===== config.mk =====
export PLATFORM = sky130hd
export DESIGN_NAME = capture_cfg_regs
export DESIGN_NICKNAME = d
export VERILOG_FILES = /design/src/hw/capture_cfg_pkg.sv /design/src/hw/capture_cfg_regs.sv /design/src/hw/gain_clamp.sv /design/src/hw/gate_debounce.sv
export SDC_FILE = /design/constraint.sdc
export NUM_CORES = 1
export LEC_CHECK = 0
export BUFFER_PORTS_ARGS = -buffer_cell sky130_fd_sc_hd__buf_2
export CAP_MARGIN = 40
export CORE_UTILIZATION = 30
export DETAILED_ROUTE_END_ITERATION = 8
export SYNTH_ARGS = -nofsm -noshare
export SYNTH_HDL_FRONTEND = slang
export SYNTH_SLANG_ARGS = --single-unit

===== constraint.sdc =====
create_clock -name clk_in -period 4.65 [get_ports clk_in]
set_clock_uncertainty 0.15 [all_clocks]
set_input_delay 0 -clock clk_in [delete_from_list [all_inputs] [get_ports clk_in]]
set_output_delay 0 -clock clk_in [all_outputs]
set_load 0.1 [all_outputs]

===== src/hw/capture_cfg_pkg.sv =====
// shared constants and types for the capture path configuration registers
package capture_cfg_pkg;
  // ==========================================
  // register offsets
  localparam logic [7:0] OFF_P1A_AFE = 8'h29;
  localparam logic [7:0] OFF_P1B_AFE = 8'h2A;
  localparam logic [7:0] OFF_P1A_VOL = 8'h2B;
  localparam logic [7:0] OFF_P1B_VOL = 8'h2C;
  localparam logic [7:0] OFF_P2_CTL1 = 8'h2D;
  localparam logic [7:0] OFF_P2_CTL2 = 8'h2E;
  localparam logic [7:0] OFF_P2_CTL3 = 8'h2F;
  localparam logic [7:0] OFF_P2_GATE = 8'h30;
  localparam logic [7:0] OFF_P2A_AFE = 8'h31;
  localparam logic [7:0] OFF_P2B_AFE = 8'h32;
  localparam logic [7:0] OFF_P2A_VOL = 8'h33;
  localparam logic [7:0] OFF_P2B_VOL = 8'h34;
  localparam logic [7:0] OFF_MASK = 8'h35;
  localparam logic [7:0] OFF_STATUS = 8'h36;
  // ==========================================
  // reset values and writable bits
  localparam logic [7:0] RST_ZERO = 8'h00;
  localparam logic [7:0] RST_CTL1 = 8'h04;
  localparam logic [7:0] RST_CTL3 = 8'h08;
  localparam logic [7:0] RST_MASK = 8'hFF;
  localparam logic [7:0] WM_CTL1 = 8'hC6;
  localparam logic [7:0] WM_CTL2 = 8'hB3;
  localparam logic [7:0] WM_CTL3 = 8'h0F;
  // ==========================================
  // field codes
  localparam logic [2:0] THR_RSV = 3'h6;
  localparam logic [1:0] PRE_RSV = 2'h3;
  localparam logic [5:0] AMP_TOP = 6'h18;
  localparam logic [5:0] AMP_BOT = 6'h34;
  localparam logic [7:0] VOL_TOP = 8'h0C;
  localparam logic [7:0] VOL_BOT = 8'hA0;
  localparam logic [1:0] HPF_RSV = 2'h2;
  // threshold in dB below full scale per code, boost 30 dB
  localparam int THR_BOOST_DB = 30;
  // debounce: time base counts of 6144 master clocks times scale
  localparam int TIME_BASE_CLKS = 6144;
  localparam int DELAY_STEP = 50;
  // ==========================================
  typedef struct packed {
    logic [7:0] level_a;
    logic [7:0] level_b;
  } chan_levels_t;
  typedef struct packed {
    logic power_off_a;
    logic power_off_b;
    logic clock_off;
    logic clock_divide;
    logic notch_off;
    logic flip_a;
    logic flip_b;
    logic lift_a;
    logic lift_b;
    logic highpass_on;
    logic [1:0] highpass_corner;
  } pair2_ctl_t;
  typedef struct packed {
    logic [1:0] preamp_gain;
    logic [5:0] amp_gain;
    logic [7:0] digital_gain;
  } chan_gain_t;
  // gate threshold attenuation in dB for a code, boost lifts it
  function automatic logic [7:0] gate_level_db(input logic [2:0] code, input logic boost);
    logic [7:0] db;
    unique case (code)
      3'h0: db = 8'd64;
      3'h1: db = 8'd66;
      3'h2: db = 8'd70;
      3'h3: db = 8'd73;
      3'h4: db = 8'd76;
      default: db = 8'd82;
    endcase
    gate_level_db = boost ? db - 8'(THR_BOOST_DB) : db;
  endfunction
endpackage


===== src/hw/capture_cfg_regs.sv =====
// register bank and gate control for the four capture channels
// ==========================================
// Notes on behaviour
// - threshold code picks -64 to -82 dB; codes 110 and 111 reserved.
// - boost raises the pair's gate threshold by 30 dB.
// - debounce is 50, 100, 150 or 200 time bases of 6144*scale clocks.
// - per-channel gate enables are ignored when ganged gating is set.
// - ganged gating mutes both channels only when both are quiet long enough.
// - gate mute is soft-ramped or abrupt as the soft-ramp select says.
// - preamp code 00 bypass, 01 +10 dB, 10 +20 dB, 11 reserved.
// - amp code signed half-dB, clamped to +12 dB and -6 dB.
// - digital gain signed 1 dB, clamped at +12 dB, below -96 dB mutes.
// - channel power-off bit downs that channel's front end and decimator.
// - mic clock power-off gates the mic clock, set at reset.
// - mic clock divide picks 64 or 32 times the sample rate.
// - notch-off bypasses the notch filter of the second pair.
// - polarity flip negates that channel's signal when set.
// - digital lift adds fixed +20 dB to that channel when set.
// - highpass corner codes 00, 01, 11 give three corner frequencies.
// - eight mask bits, all set at reset, block interrupt sources.
// - status flags are read-only and sticky; clipping sets overflow flags.
`timescale 1ns/1ps
module capture_cfg_regs #(
  parameter int TIME_BASE = capture_cfg_pkg::TIME_BASE_CLKS
) (
  input wire logic clk_in,
  input wire logic rst_n_in,
  // control port, one byte per access
  input wire logic wr_en_in,
  input wire logic rd_en_in,
  input wire logic [7:0] addr_in,
  input wire logic [7:0] wdata_in,
  output logic [7:0] rdata_out,
  output logic rvalid_out,
  // global settings from elsewhere
  input wire logic soft_ramp_select_in,
  input wire logic [2:0] clock_scale_in,
  // signal levels in dB below full scale, both pairs
  input capture_cfg_pkg::chan_levels_t pair1_levels_in,
  input capture_cfg_pkg::chan_levels_t pair2_levels_in,
  // interrupt source events
  input wire logic [7:0] event_in,
  output capture_cfg_pkg::pair2_ctl_t pair2_ctl_out,
  output capture_cfg_pkg::chan_gain_t [3:0] chan_gain_out,
  output logic [3:0] vol_mute_out,
  output logic [3:0] gate_mute_out,
  output logic gate_soft_out,
  output logic irq_out
);
  // ==========================================
  // register storage
  logic [7:0] afe [4];
  logic [7:0] vol [4];
  logic [7:0] ctl1, ctl2, ctl3, gate2, mask, status;
  logic [7:0] p1_ctl3, p1_gate;
  logic [7:0] next_afe [4];
  logic [7:0] next_vol [4];
  logic [7:0] next_ctl1, next_ctl2, next_ctl3, next_gate2, next_mask, next_status;
  logic [7:0] next_rdata;
  logic next_rvalid;
  // first pair gate setup has no offset here; held at reset value
  assign p1_ctl3 = capture_cfg_pkg::RST_CTL3;
  assign p1_gate = capture_cfg_pkg::RST_ZERO;

  always_comb begin
    for (int i = 0; i < 4; i++) begin
      next_afe[i] = afe[i];
      next_vol[i] = vol[i];
    end
    next_ctl1 = ctl1;
    next_ctl2 = ctl2;
    next_ctl3 = ctl3;
    next_gate2 = gate2;
    next_mask = mask;
    // sticky flags, set wins and nothing clears them from the bus
    next_status = status | event_in;
    if (wr_en_in) begin
      unique case (addr_in)
        capture_cfg_pkg::OFF_P1A_AFE: next_afe[0] = wdata_in;
        capture_cfg_pkg::OFF_P1B_AFE: next_afe[1] = wdata_in;
        capture_cfg_pkg::OFF_P2A_AFE: next_afe[2] = wdata_in;
        capture_cfg_pkg::OFF_P2B_AFE: next_afe[3] = wdata_in;
        capture_cfg_pkg::OFF_P1A_VOL: next_vol[0] = wdata_in;
        capture_cfg_pkg::OFF_P1B_VOL: next_vol[1] = wdata_in;
        capture_cfg_pkg::OFF_P2A_VOL: next_vol[2] = wdata_in;
        capture_cfg_pkg::OFF_P2B_VOL: next_vol[3] = wdata_in;
        capture_cfg_pkg::OFF_P2_CTL1: next_ctl1 = wdata_in & capture_cfg_pkg::WM_CTL1;
        capture_cfg_pkg::OFF_P2_CTL2: next_ctl2 = wdata_in & capture_cfg_pkg::WM_CTL2;
        capture_cfg_pkg::OFF_P2_CTL3: begin
          // highpass enable only takes while both channels are powered off
          next_ctl3 = wdata_in & capture_cfg_pkg::WM_CTL3;
          if (!(ctl1[7] && ctl1[6])) begin
            next_ctl3[3] = ctl3[3];
          end
        end
        capture_cfg_pkg::OFF_P2_GATE: begin
          next_gate2 = wdata_in;
          if (wdata_in[4:2] >= capture_cfg_pkg::THR_RSV) begin
            next_gate2[4:2] = gate2[4:2];
          end
        end
        capture_cfg_pkg::OFF_MASK: next_mask = wdata_in;
        default: ;
      endcase
    end
    next_rvalid = rd_en_in;
    next_rdata = 8'h00;
    if (rd_en_in) begin
      unique case (addr_in)
        capture_cfg_pkg::OFF_P1A_AFE: next_rdata = afe[0];
        capture_cfg_pkg::OFF_P1B_AFE: next_rdata = afe[1];
        capture_cfg_pkg::OFF_P2A_AFE: next_rdata = afe[2];
        capture_cfg_pkg::OFF_P2B_AFE: next_rdata = afe[3];
        capture_cfg_pkg::OFF_P1A_VOL: next_rdata = vol[0];
        capture_cfg_pkg::OFF_P1B_VOL: next_rdata = vol[1];
        capture_cfg_pkg::OFF_P2A_VOL: next_rdata = vol[2];
        capture_cfg_pkg::OFF_P2B_VOL: next_rdata = vol[3];
        capture_cfg_pkg::OFF_P2_CTL1: next_rdata = ctl1;
        capture_cfg_pkg::OFF_P2_CTL2: next_rdata = ctl2;
        capture_cfg_pkg::OFF_P2_CTL3: next_rdata = ctl3;
        capture_cfg_pkg::OFF_P2_GATE: next_rdata = gate2;
        capture_cfg_pkg::OFF_MASK: next_rdata = mask;
        capture_cfg_pkg::OFF_STATUS: next_rdata = status;
        default: next_rdata = 8'h00;
      endcase
    end
  end

  always_ff @(posedge clk_in or negedge rst_n_in) begin
    if (!rst_n_in) begin
      for (int i = 0; i < 4; i++) begin
        afe[i] <= capture_cfg_pkg::RST_ZERO;
        vol[i] <= capture_cfg_pkg::RST_ZERO;
      end
      ctl1 <= capture_cfg_pkg::RST_CTL1;
      ctl2 <= capture_cfg_pkg::RST_ZERO;
      ctl3 <= capture_cfg_pkg::RST_CTL3;
      gate2 <= capture_cfg_pkg::RST_ZERO;
      mask <= capture_cfg_pkg::RST_MASK;
      status <= capture_cfg_pkg::RST_ZERO;
      rdata_out <= 8'h00;
      rvalid_out <= 1'b0;
    end else begin
      for (int i = 0; i < 4; i++) begin
        afe[i] <= next_afe[i];
        vol[i] <= next_vol[i];
      end
      ctl1 <= next_ctl1;
      ctl2 <= next_ctl2;
      ctl3 <= next_ctl3;
      gate2 <= next_gate2;
      mask <= next_mask;
      status <= next_status;
      rdata_out <= next_rdata;
      rvalid_out <= next_rvalid;
    end
  end

  // ==========================================
  // gain clamps per channel
  capture_cfg_pkg::chan_gain_t gain_c [4];
  logic [3:0] vmute_c;
  for (genvar g = 0; g < 4; g++) begin : g_gain
    gain_clamp u_clamp (
      .afe_in(afe[g]),
      .vol_in(vol[g]),
      .gain_out(gain_c[g]),
      .mute_out(vmute_c[g])
    );
  end

  // ==========================================
  // noise gate, both pairs
  logic [3:0] quiet, chan_en, expired;
  logic [1:0] ganged;
  logic [7:0] thr1, thr2;
  logic [7:0] levels [4];
  logic [1:0] delay [4];
  always_comb begin
    thr1 = capture_cfg_pkg::gate_level_db(p1_gate[4:2], p1_gate[5]);
    thr2 = capture_cfg_pkg::gate_level_db(gate2[4:2], gate2[5]);
    levels[0] = pair1_levels_in.level_a;
    levels[1] = pair1_levels_in.level_b;
    levels[2] = pair2_levels_in.level_a;
    levels[3] = pair2_levels_in.level_b;
    ganged = {ctl3[0], p1_ctl3[0]};
    // larger attenuation means quieter
    quiet[0] = levels[0] > thr1;
    quiet[1] = levels[1] > thr1;
    quiet[2] = levels[2] > thr2;
    quiet[3] = levels[3] > thr2;
    // enable bit 6 serves channel A and bit 7 channel B; index order is 1A 1B 2A 2B
    chan_en = {gate2[7], gate2[6], p1_gate[7], p1_gate[6]};
    for (int i = 0; i < 4; i++) begin
      delay[i] = (i < 2) ? p1_gate[1:0] : gate2[1:0];
    end
  end
  for (genvar g = 0; g < 4; g++) begin : g_gate
    gate_debounce #(.TIME_BASE(TIME_BASE)) u_deb (
      .clk_in(clk_in),
      .rst_n_in(rst_n_in),
      .quiet_in(quiet[g]),
      .delay_in(delay[g]),
      .scale_in(clock_scale_in),
      .expired_out(expired[g])
    );
  end
  logic [3:0] next_gate_mute;
  always_comb begin
    for (int p = 0; p < 2; p++) begin
      if (ganged[p]) begin
        // enables ignored, both quiet long enough mutes both
        next_gate_mute[2*p] = expired[2*p] && expired[2*p+1];
        next_gate_mute[2*p+1] = expired[2*p] && expired[2*p+1];
      end else begin
        next_gate_mute[2*p] = chan_en[2*p] && expired[2*p];
        next_gate_mute[2*p+1] = chan_en[2*p+1] && expired[2*p+1];
      end
    end
  end

  // ==========================================
  // registered outputs
  always_ff @(posedge clk_in or negedge rst_n_in) begin
    if (!rst_n_in) begin
      pair2_ctl_out <= '0;
      chan_gain_out <= '0;
      vol_mute_out <= 4'h0;
      gate_mute_out <= 4'h0;
      gate_soft_out <= 1'b0;
      irq_out <= 1'b0;
    end else begin
      pair2_ctl_out.power_off_a <= ctl1[6];
      pair2_ctl_out.power_off_b <= ctl1[7];
      pair2_ctl_out.clock_off <= ctl1[2];
      pair2_ctl_out.clock_divide <= ctl1[1];
      pair2_ctl_out.notch_off <= ctl2[7];
      pair2_ctl_out.flip_a <= ctl2[4];
      pair2_ctl_out.flip_b <= ctl2[5];
      pair2_ctl_out.lift_a <= ctl2[0];
      pair2_ctl_out.lift_b <= ctl2[1];
      pair2_ctl_out.highpass_on <= ctl3[3];
      // reserved corner code falls back to the lowest corner
      pair2_ctl_out.highpass_corner <= (ctl3[2:1] == capture_cfg_pkg::HPF_RSV) ?
                                       2'h0 : ctl3[2:1];
      for (int i = 0; i < 4; i++) begin
        chan_gain_out[i] <= gain_c[i];
      end
      vol_mute_out <= vmute_c;
      gate_mute_out <= next_gate_mute;
      gate_soft_out <= soft_ramp_select_in;
      irq_out <= |(status & ~mask);
    end
  end

  // ==========================================
  // checks
  // gate checks watch pair two, the only pair whose gate setup is writable here
  a_irq_mask: assert property (@(posedge clk_in) disable iff (!rst_n_in)
    ##1 irq_out == |($past(status) & ~$past(mask))) else $error("irq mismatch");
  a_status_sticky: assert property (@(posedge clk_in) disable iff (!rst_n_in)
    (status != 8'h00) |=> ((status & $past(status)) == $past(status)))
    else $error("status flag dropped");
  a_event_sets: assert property (@(posedge clk_in) disable iff (!rst_n_in)
    event_in[3] |=> status[3]) else $error("event lost");
  a_status_read: assert property (@(posedge clk_in) disable iff (!rst_n_in)
    (rd_en_in && addr_in == 8'h36) |=> rdata_out == $past(status))
    else $error("status read");
  a_mask_write: assert property (@(posedge clk_in) disable iff (!rst_n_in)
    (wr_en_in && addr_in == 8'h35) |=> mask == $past(wdata_in)) else $error("mask write");
  a_thr_reserved: assert property (@(posedge clk_in) disable iff (!rst_n_in)
    ##1 gate2[4:2] < 3'h6) else $error("reserved threshold stored");
  a_hpf_guard: assert property (@(posedge clk_in) disable iff (!rst_n_in)
    (!(ctl1[7] && ctl1[6])) |=> ctl3[3] == $past(ctl3[3])) else $error("hpf changed");
  a_boost_raise: assert property (@(posedge clk_in) disable iff (!rst_n_in)
    (gate2[5] && gate2[4:2] == 3'h0 && pair2_levels_in.level_a > 8'h22 &&
    pair2_levels_in.level_a <= 8'h40) |-> quiet[2]) else $error("boost ignored");
  a_gate_disabled: assert property (@(posedge clk_in) disable iff (!rst_n_in)
    (!ctl3[0] && !gate2[6]) |=> !gate_mute_out[2]) else $error("disabled gate muted");
  a_gate_release: assert property (@(posedge clk_in) disable iff (!rst_n_in)
    !quiet[2] |-> ##2 !gate_mute_out[2]) else $error("gate not released");
  a_gang_both: assert property (@(posedge clk_in) disable iff (!rst_n_in)
    (ctl3[0] && !expired[2]) |=> !gate_mute_out[3]) else $error("ganged mute one");
  a_gang_enables: assert property (@(posedge clk_in) disable iff (!rst_n_in)
    (ctl3[0] && expired[2] && expired[3]) |=> (gate_mute_out[2] && gate_mute_out[3]))
    else $error("ganged mute missing");
  a_amp_top: assert property (@(posedge clk_in) disable iff (!rst_n_in)
    (afe[2][5:0] == 6'h1F) |=> chan_gain_out[2].amp_gain == 6'h18) else $error("amp clamp");
  a_vol_mute: assert property (@(posedge clk_in) disable iff (!rst_n_in)
    (vol[3] >= 8'h80 && vol[3] <= 8'h9F) |=> vol_mute_out[3]) else $error("vol mute");
  a_notch_out: assert property (@(posedge clk_in) disable iff (!rst_n_in)
    ##1 pair2_ctl_out.notch_off == $past(ctl2[7])) else $error("notch");
  a_clock_divide: assert property (@(posedge clk_in) disable iff (!rst_n_in)
    ##1 pair2_ctl_out.clock_divide == $past(ctl1[1])) else $error("mic clock divide");
  a_flip_b: assert property (@(posedge clk_in) disable iff (!rst_n_in)
    ##1 pair2_ctl_out.flip_b == $past(ctl2[5])) else $error("polarity flip");
  // ==========================================
  // cover points
  c_irq: cover property (@(posedge clk_in) disable iff (!rst_n_in) $rose(irq_out));
  c_gate_mute: cover property (@(posedge clk_in) disable iff (!rst_n_in) $rose(gate_mute_out[2]));
  c_gang: cover property (@(posedge clk_in) disable iff (!rst_n_in) ctl3[0] && gate_mute_out[3]);
  c_boost_mute: cover property (@(posedge clk_in) disable iff (!rst_n_in)
    gate2[5] && gate_mute_out[2]);
  c_hpf_off: cover property (@(posedge clk_in) disable iff (!rst_n_in) $fell(ctl3[3]));
endmodule // capture_cfg_regs


===== src/hw/gain_clamp.sv =====
// clamps one channel's preamp, amp and digital gain codes to the legal range
`timescale 1ns/1ps
module gain_clamp (
  input wire logic [7:0] afe_in,
  input wire logic [7:0] vol_in,
  output capture_cfg_pkg::chan_gain_t gain_out,
  output logic mute_out
);
  // ==========================================
  // clamping
  always_comb begin
    gain_out.preamp_gain = (afe_in[7:6] == capture_cfg_pkg::PRE_RSV) ? 2'h0 : afe_in[7:6];
    // signed amp code: +12 dB top, -6 dB bottom
    if (!afe_in[5] && afe_in[5:0] >= capture_cfg_pkg::AMP_TOP) begin
      gain_out.amp_gain = capture_cfg_pkg::AMP_TOP;
    end else if (afe_in[5] && afe_in[5:0] <= capture_cfg_pkg::AMP_BOT) begin
      gain_out.amp_gain = capture_cfg_pkg::AMP_BOT;
    end else begin
      gain_out.amp_gain = afe_in[5:0];
    end
    mute_out = 1'b0;
    if (!vol_in[7] && vol_in >= capture_cfg_pkg::VOL_TOP) begin
      gain_out.digital_gain = capture_cfg_pkg::VOL_TOP;
    end else if (vol_in[7] && vol_in < capture_cfg_pkg::VOL_BOT) begin
      gain_out.digital_gain = capture_cfg_pkg::VOL_BOT;
      mute_out = 1'b1;
    end else begin
      gain_out.digital_gain = vol_in;
    end
  end
endmodule // gain_clamp


===== src/hw/gate_debounce.sv =====
// counts time bases while a gated channel stays quiet, then reports mute
`timescale 1ns/1ps
module gate_debounce #(
  parameter int TIME_BASE = capture_cfg_pkg::TIME_BASE_CLKS
) (
  input wire logic clk_in,
  input wire logic rst_n_in,
  input wire logic quiet_in,
  input wire logic [1:0] delay_in,
  input wire logic [2:0] scale_in,
  output logic expired_out
);
  // ==========================================
  // time base and count of time bases
  logic [15:0] tick;
  logic [7:0] bases;
  logic [15:0] next_tick;
  logic [7:0] next_bases;
  logic next_expired;
  logic [15:0] tick_end;
  logic [7:0] bases_end;
  always_comb begin
    tick_end = 16'(TIME_BASE * int'(scale_in) - 1);
    bases_end = 8'(capture_cfg_pkg::DELAY_STEP * (int'(delay_in) + 1));
    next_tick = tick;
    next_bases = bases;
    next_expired = expired_out;
    if (!quiet_in) begin
      // release without debounce
      next_tick = 16'h0000;
      next_bases = 8'h00;
      next_expired = 1'b0;
    end else if (!expired_out) begin
      if (tick >= tick_end) begin
        next_tick = 16'h0000;
        next_bases = bases + 8'h01;
        if (bases + 8'h01 >= bases_end) begin
          next_expired = 1'b1;
        end
      end else begin
        next_tick = tick + 16'h0001;
      end
    end
  end
  always_ff @(posedge clk_in or negedge rst_n_in) begin
    if (!rst_n_in) begin
      tick <= 16'h0000;
      bases <= 8'h00;
      expired_out <= 1'b0;
    end else begin
      tick <= next_tick;
      bases <= next_bases;
      expired_out <= next_expired;
    end
  end
endmodule // gate_debounce


# Word-level counts from Yosys, hierarchy flattened
# Cells that the tools add are included.
# Widths: inputs -> output; s select.
# totals
word_cells	215
reg_bits	244
output_inout_bits	95
# op_classes
muxes	54
n_eq_ne	27
order_cmp	23
n_reduce_logical	47
addsub	7
n_bitwise	4
mul	2
# op_table
cell	n
$mux 8	16
$eq 8x6->1 const B	14
$pmux 8 s14	1
$mux 16	6
$mux 6	8
$add 16x1->16 const B	2
$ge 16x16->1	2
$ge 8x4->1 const B	4
$lt 8x8->1 const B	4
$mul 6x32->7 const A	1
$reduce_and 2->1	15
$pmux 5 s5	1
$ge 6x5->1 const B	4
$le 6x6->1 const B	4
$logic_and 1x1->1	20
$add 8x1->8 const B	2
$ge 8x8->1	2
$gt 8x8->1	2
$mux 1	16
$sub 16x2->16 const B	1
$mux 2	6
$eq 2x2->1 const B	5
$and 8x8->8	1
$logic_not 1->1	8
other kinds (14)	19

# Logic depth before layout (Yosys ltp)
# logic_depth
depth_word	7
depth_mapped	15
depth_no_buf	13

# Hierarchy
# Synthesis repeated with hierarchy kept, for this count alone.
# hier_totals
cells_unflattened	1143
hier_area_um2	12674.7
# by_module_without_submodules
mod	area_each_um2	instances	seq_area_each_um2	cells_per_inst
capture_cfg_regs	7835.0	1	4867.2	573
gate_debounce at g_gate[3].u_deb	2087.0	1	625.6	241
gate_debounce at g_gate[2].u_deb	1921.8	1	625.6	201
gain_clamp	207.7	4	0.0	32

# Worst setup path before layout
# No wires, ideal clock.
# synth_timing
path_type	input -> register
from	input clock_scale_in[0]
to	register g_gate[2].u_deb.tick[10]
setup_time_ns	0.119
required_time_ns	4.381
stages	15
path_slack_ns	1.793
t_arrival_ns	2.589
path_cell_list	ha_1 -> inv_1 -> fa_1 -> xor2_1 -> nand3_1 -> xnor2_1 -> ha_1 -> nand4_1 -> or4_1 -> o211a_1 -> buf_6 -> nor2_4 -> or2_2 -> buf_6 -> nor2_1
# synth_between
elab_chain_cells	6
# synth_rtl
element	line_no	text
from (decl)	capture_cfg_regs.sv:37	input wire logic [2:0] clock_scale_in,
$mul 2x3->5	gate_debounce.sv:23	tick_end = 16'(TIME_BASE * int'(scale_in) - 1);
$sub 16x2->16	gate_debounce.sv:23	
$ge 16x16->1	gate_debounce.sv:34	if (tick >= tick_end) begin
$mux 16	gate_debounce.sv:34	
$mux 16	gate_debounce.sv:33	end else if (!expired_out) begin
$mux 16	gate_debounce.sv:28	if (!quiet_in) begin
to (signal assigned)	gate_debounce.sv:51	tick <= next_tick;
to (decl)	gate_debounce.sv:15	logic [15:0] tick;
# No other way between the ends. The select of a mux whose other input is x is not followed.
# A chain may end at the register's enable or synchronous reset.

# Worst setup path after layout
# layout_timing
from	register gate2[3]
to	register g_gate[3].u_deb.tick[5]
# layout_between
elab_chain_cells	6
# layout_rtl
element	line_no	text
from (decl)	capture_cfg_regs.sv:54	logic [7:0] ctl1, ctl2, ctl3, gate2, mask, status;
from (signal assigned)	capture_cfg_regs.sv:138	gate2 <= capture_cfg_pkg::RST_ZERO;
from (signal assigned)	capture_cfg_regs.sv:151	gate2 <= next_gate2;
$eq 3x3->1 (tied with other cells)	capture_cfg_pkg.sv:68	unique case (code)
$pmux 5 s5 (*)	capture_cfg_pkg.sv:68	
$sub 8x5->8	capture_cfg_pkg.sv:76	gate_level_db = boost ? db - 8'(THR_BOOST_DB) : db;
$mux 8 (*)	capture_cfg_pkg.sv:76	
$gt 8x8->1 (*)	capture_cfg_regs.sv:191	quiet[3] = levels[3] > thr2;
$ne 2x2->1 (no line) / $mux 16 (equally long branches)	-	
to (signal assigned)	gate_debounce.sv:51	
to (decl)	gate_debounce.sv:15	
# Every way passes the cells marked *; elsewhere a longest branch is shown, timed or not.

==> results.json <==
{
  "synth.area.top_cells": "dfrtp_1 49%, mux2_2 8.0%, ha_1 5.3%, xnor2_1 3.6%, nor2_1 2.5%",
  "required_ps": 4960,
  "ant_nets": 0,
  "synth_async_sr_flop_share_pct": 100,
  "num_vias": 8706,
  "startpoint": "gate2[3]",
  "slew_headroom_pct": 41.9,
  "first_iter_violations": 661,
  "reg2reg_from": "gate2[3]",
  "antenna_found_initial": 2,
  "power_mw": 5.38,
  "end_kind": "flop",
  "start_kind": "flop",
  "clkPwrFrac_pct": 41.6,
  "intPower_mw": 3.78,
  "met2WireLength_um": 14900,
  "wl_per_cell_um": 18.0,
  "antennaDiodeCount": 0,
  "routed.top_layer": "met5",
  "first_pass_iters": 6,
  "dp_hpwl_um": 22500,
  "yosysWarnings": 0,
  "setup_viol": 0,
  "swShare_pct": 29.7,
  "grt_pass1_wl_um": 50400,
  "grt_usage_pct": 15.6,
  "avgSynthCellArea_um2": 11.2,
  "dp.cells": 1694,
  "design_area_um2": 14600,
  "placement.io_buffers": 140,
  "crit_type": "reg2reg",
  "clk_latency_ps": 550,
  "peakVddDrop_mv": 0.318,
  "cts.repair.resized": 0,
  "die_w_um": 203,
  "holdWs_ps": 13.5,
  "grt_overflow": 0,
  "std_cell_rows": 73,
  "wl_met1_um": 14500,
  "die_h_um": 203,
  "critical_path_arrival_ps": 3930,
  "hold_start": "event_in[6]",
  "worst_hold_path_type": "in2reg",
  "netlist.area_leader.share_pct": 48.5,
  "coreArea_um2": 39700,
  "wl_met3_um": 1610,
  "fin_tns_setup_ps": 0,
  "finalCritPeriodShare_pct": 77.9,
  "cts_tree": "built",
  "fmax_ghz": 0.276,
  "synth_flop_cell": "dfrtp_1",
  "seq_area_frac_synth_pct": 50.7,
  "root_buffer": "clkbuf_16",
  "cp_max_fo": 11,
  "grt_max_degree": 111,
  "r2r_slack_ps": 1030,
  "pwr-share-comb_pct": 15.0,
  "start_util_pct": 30.4,
  "fin_ws_ps": 1030,
  "hold_viol": 0,
  "power_density_nw_per_um2": 370,
  "fin_cells": 1777,
  "gp_congestion": 0.896,
  "dpl_cell_area_um2": 13300,
  "p_sw_mw": 1.60,
  "postLayoutCoreUtil_pct": 36.6,
  "layout_commonest_cell": "dfrtp_1",
  "cts_buffer_depth": 3,
  "tightestPinTransition_ps": 871,
  "maxCapViolCount": 0,
  "area_growth_pct": 20.6,
  "outcome": "finished clean",
  "clkTransAtPathRegs_ps": 60,
  "io_pins": 159,
  "syn-cell-area_um2": 12100,
  "wl_um": 32000,
  "final_nets": 1349,
  "seq_power_share_pct": 43.4,
  "dp_slack_ps": 1100,
  "final_cell_mix": "234 x dfrtp_1, 139 x buf_2, 86 x mux2_2, 81 x nor2_1, 62 x nand2_1",
  "post_drt_via_cell_ratio": 4.90,
  "slew_viol_final": 0,
  "drive_above_1_share_pct": 28.0,
  "rsz0062_at_grt": "no",
  "htreeDepth": 1,
  "die-area_um2": 41000,
  "p_leak_nw": 6.85,
  "syn_inst": 1077,
  "ys_ff_latch": 244,
  "min_period_ps": 3620,
  "synth.largest_area_cell": "dfrtp_1",
  "synth.distinct_cells": 77,
  "cts.sinks": 244,
  "cts-buffers-inserted": 27,
  "synth-edff-count": 0,
  "grt_pass1_vias": 8700,
  "drc_errors": 0
}
[final timing paths]
check | end | cells after the start
max in group asynchronous | afe[31] | 4
setup / recovery | g_gate[3].u_deb.tick[5] | 12
setup reg to reg | g_gate[3].u_deb.tick[5] | 12
hold reg to reg | pair2_ctl_out[9] | 0
hold / removal | status[6] | 3
min in group asynchronous | g_gate[2].u_deb.tick[10] | 4
[registers in the layout, summed over array words and instances (netlist names), 4 cells and up]
name                count
afe                    32
chan_gain_out          64
ctl1                    4
ctl2                    5
ctl3                    4
g_gate.u_deb.bases     16
g_gate.u_deb.tick      32
gate2                   8
mask                    8
pair2_ctl_out          12
rdata_out               8
status                  8
vol                    32
vol_mute_out            4
[critical path: stages, from the launching register on]
cell and delay (ps):
dfrtp_1 570, nand2_1 90, nor2_1 250, nor2_1 110, ha_1 280, a21oi_1 210, ha_1 270, and2_1 150
o21ai_0 100, nand3b_1 400, and2_1 330, or4_1 480, a21oi_1 160
[cells in the mapped netlist (11+ instances only)]
master / count
or2_2: 20
clkbuf_1: 36
inv_1: 38
a21oi_1: 55
mux2_2: 86
a211oi_1: 15
nor2b_1: 25
and3_1: 11
ha_1: 51
nand2_1: 62
and2_1: 16
nand3_1: 38
a22oi_1: 11
mux2i_1: 12
dfrtp_1: 234
xnor2_1: 49
o21ai_0: 32
nor2_1: 81
[repair_timing]
item | CTS | global route
hold buffers | 35 | 0
endpoints found under the setup margin | 0 | 0
buffers inserted | 0 | 0
hold endpoints to repair | 314 | 0
[power groups by stage]
stage	Clock [mW]	Combinational (mW)	Sequential (mW)
after floorplan	0	0.291	2.64
after global placement	0	0.770	2.37
after detailed placement	0	0.783	2.38
after CTS	2.29	0.812	2.34
after global routing	2.39	0.864	2.35
final	2.24	0.805	2.34
[kinds of logic (layout without fill, tap and decap cells)]
kind of cell             Yosys count  after routing  synth area share (%)
AND/OR/NAND/NOR                  336            336                  15.7
multiplexers                     102            102                  9.77
XOR/XNOR                          58             58                  4.21
AO/OA/AOI/OAI                    184            184                  10.3
buffers and inverters             96            270                  3.51
other                              1              2                0.0311
flip-flops                       244            244                  50.7
adder cells (fa/ha/maj)           56             56                  5.78
[cell type report]
| type | instances | area, um^2 |
|---|---|---|
| Clock inverter | 14 | 199 |
| Multi-Input combinational cell | 738 | 5530 |
| Fill cell | 3895 | 25200 |
| Inverter | 39 | 146 |
| Tap cell | 525 | 657 |
| Timing Repair Buffer | 183 | 1170 |
| Clock buffer | 34 | 732 |
| Sequential cell | 244 | 6120 |
[layer usage]
layer | track usage [%] | vias up
li1 | - | 4092
met1 | 21.6 | 4307
met2 | 25.0 | 242
met3 | 2.60 | 63
met4 | 4.24 | 2
met5 | 0 | -
No activity file was read; power rests on OpenSTA's default activity.
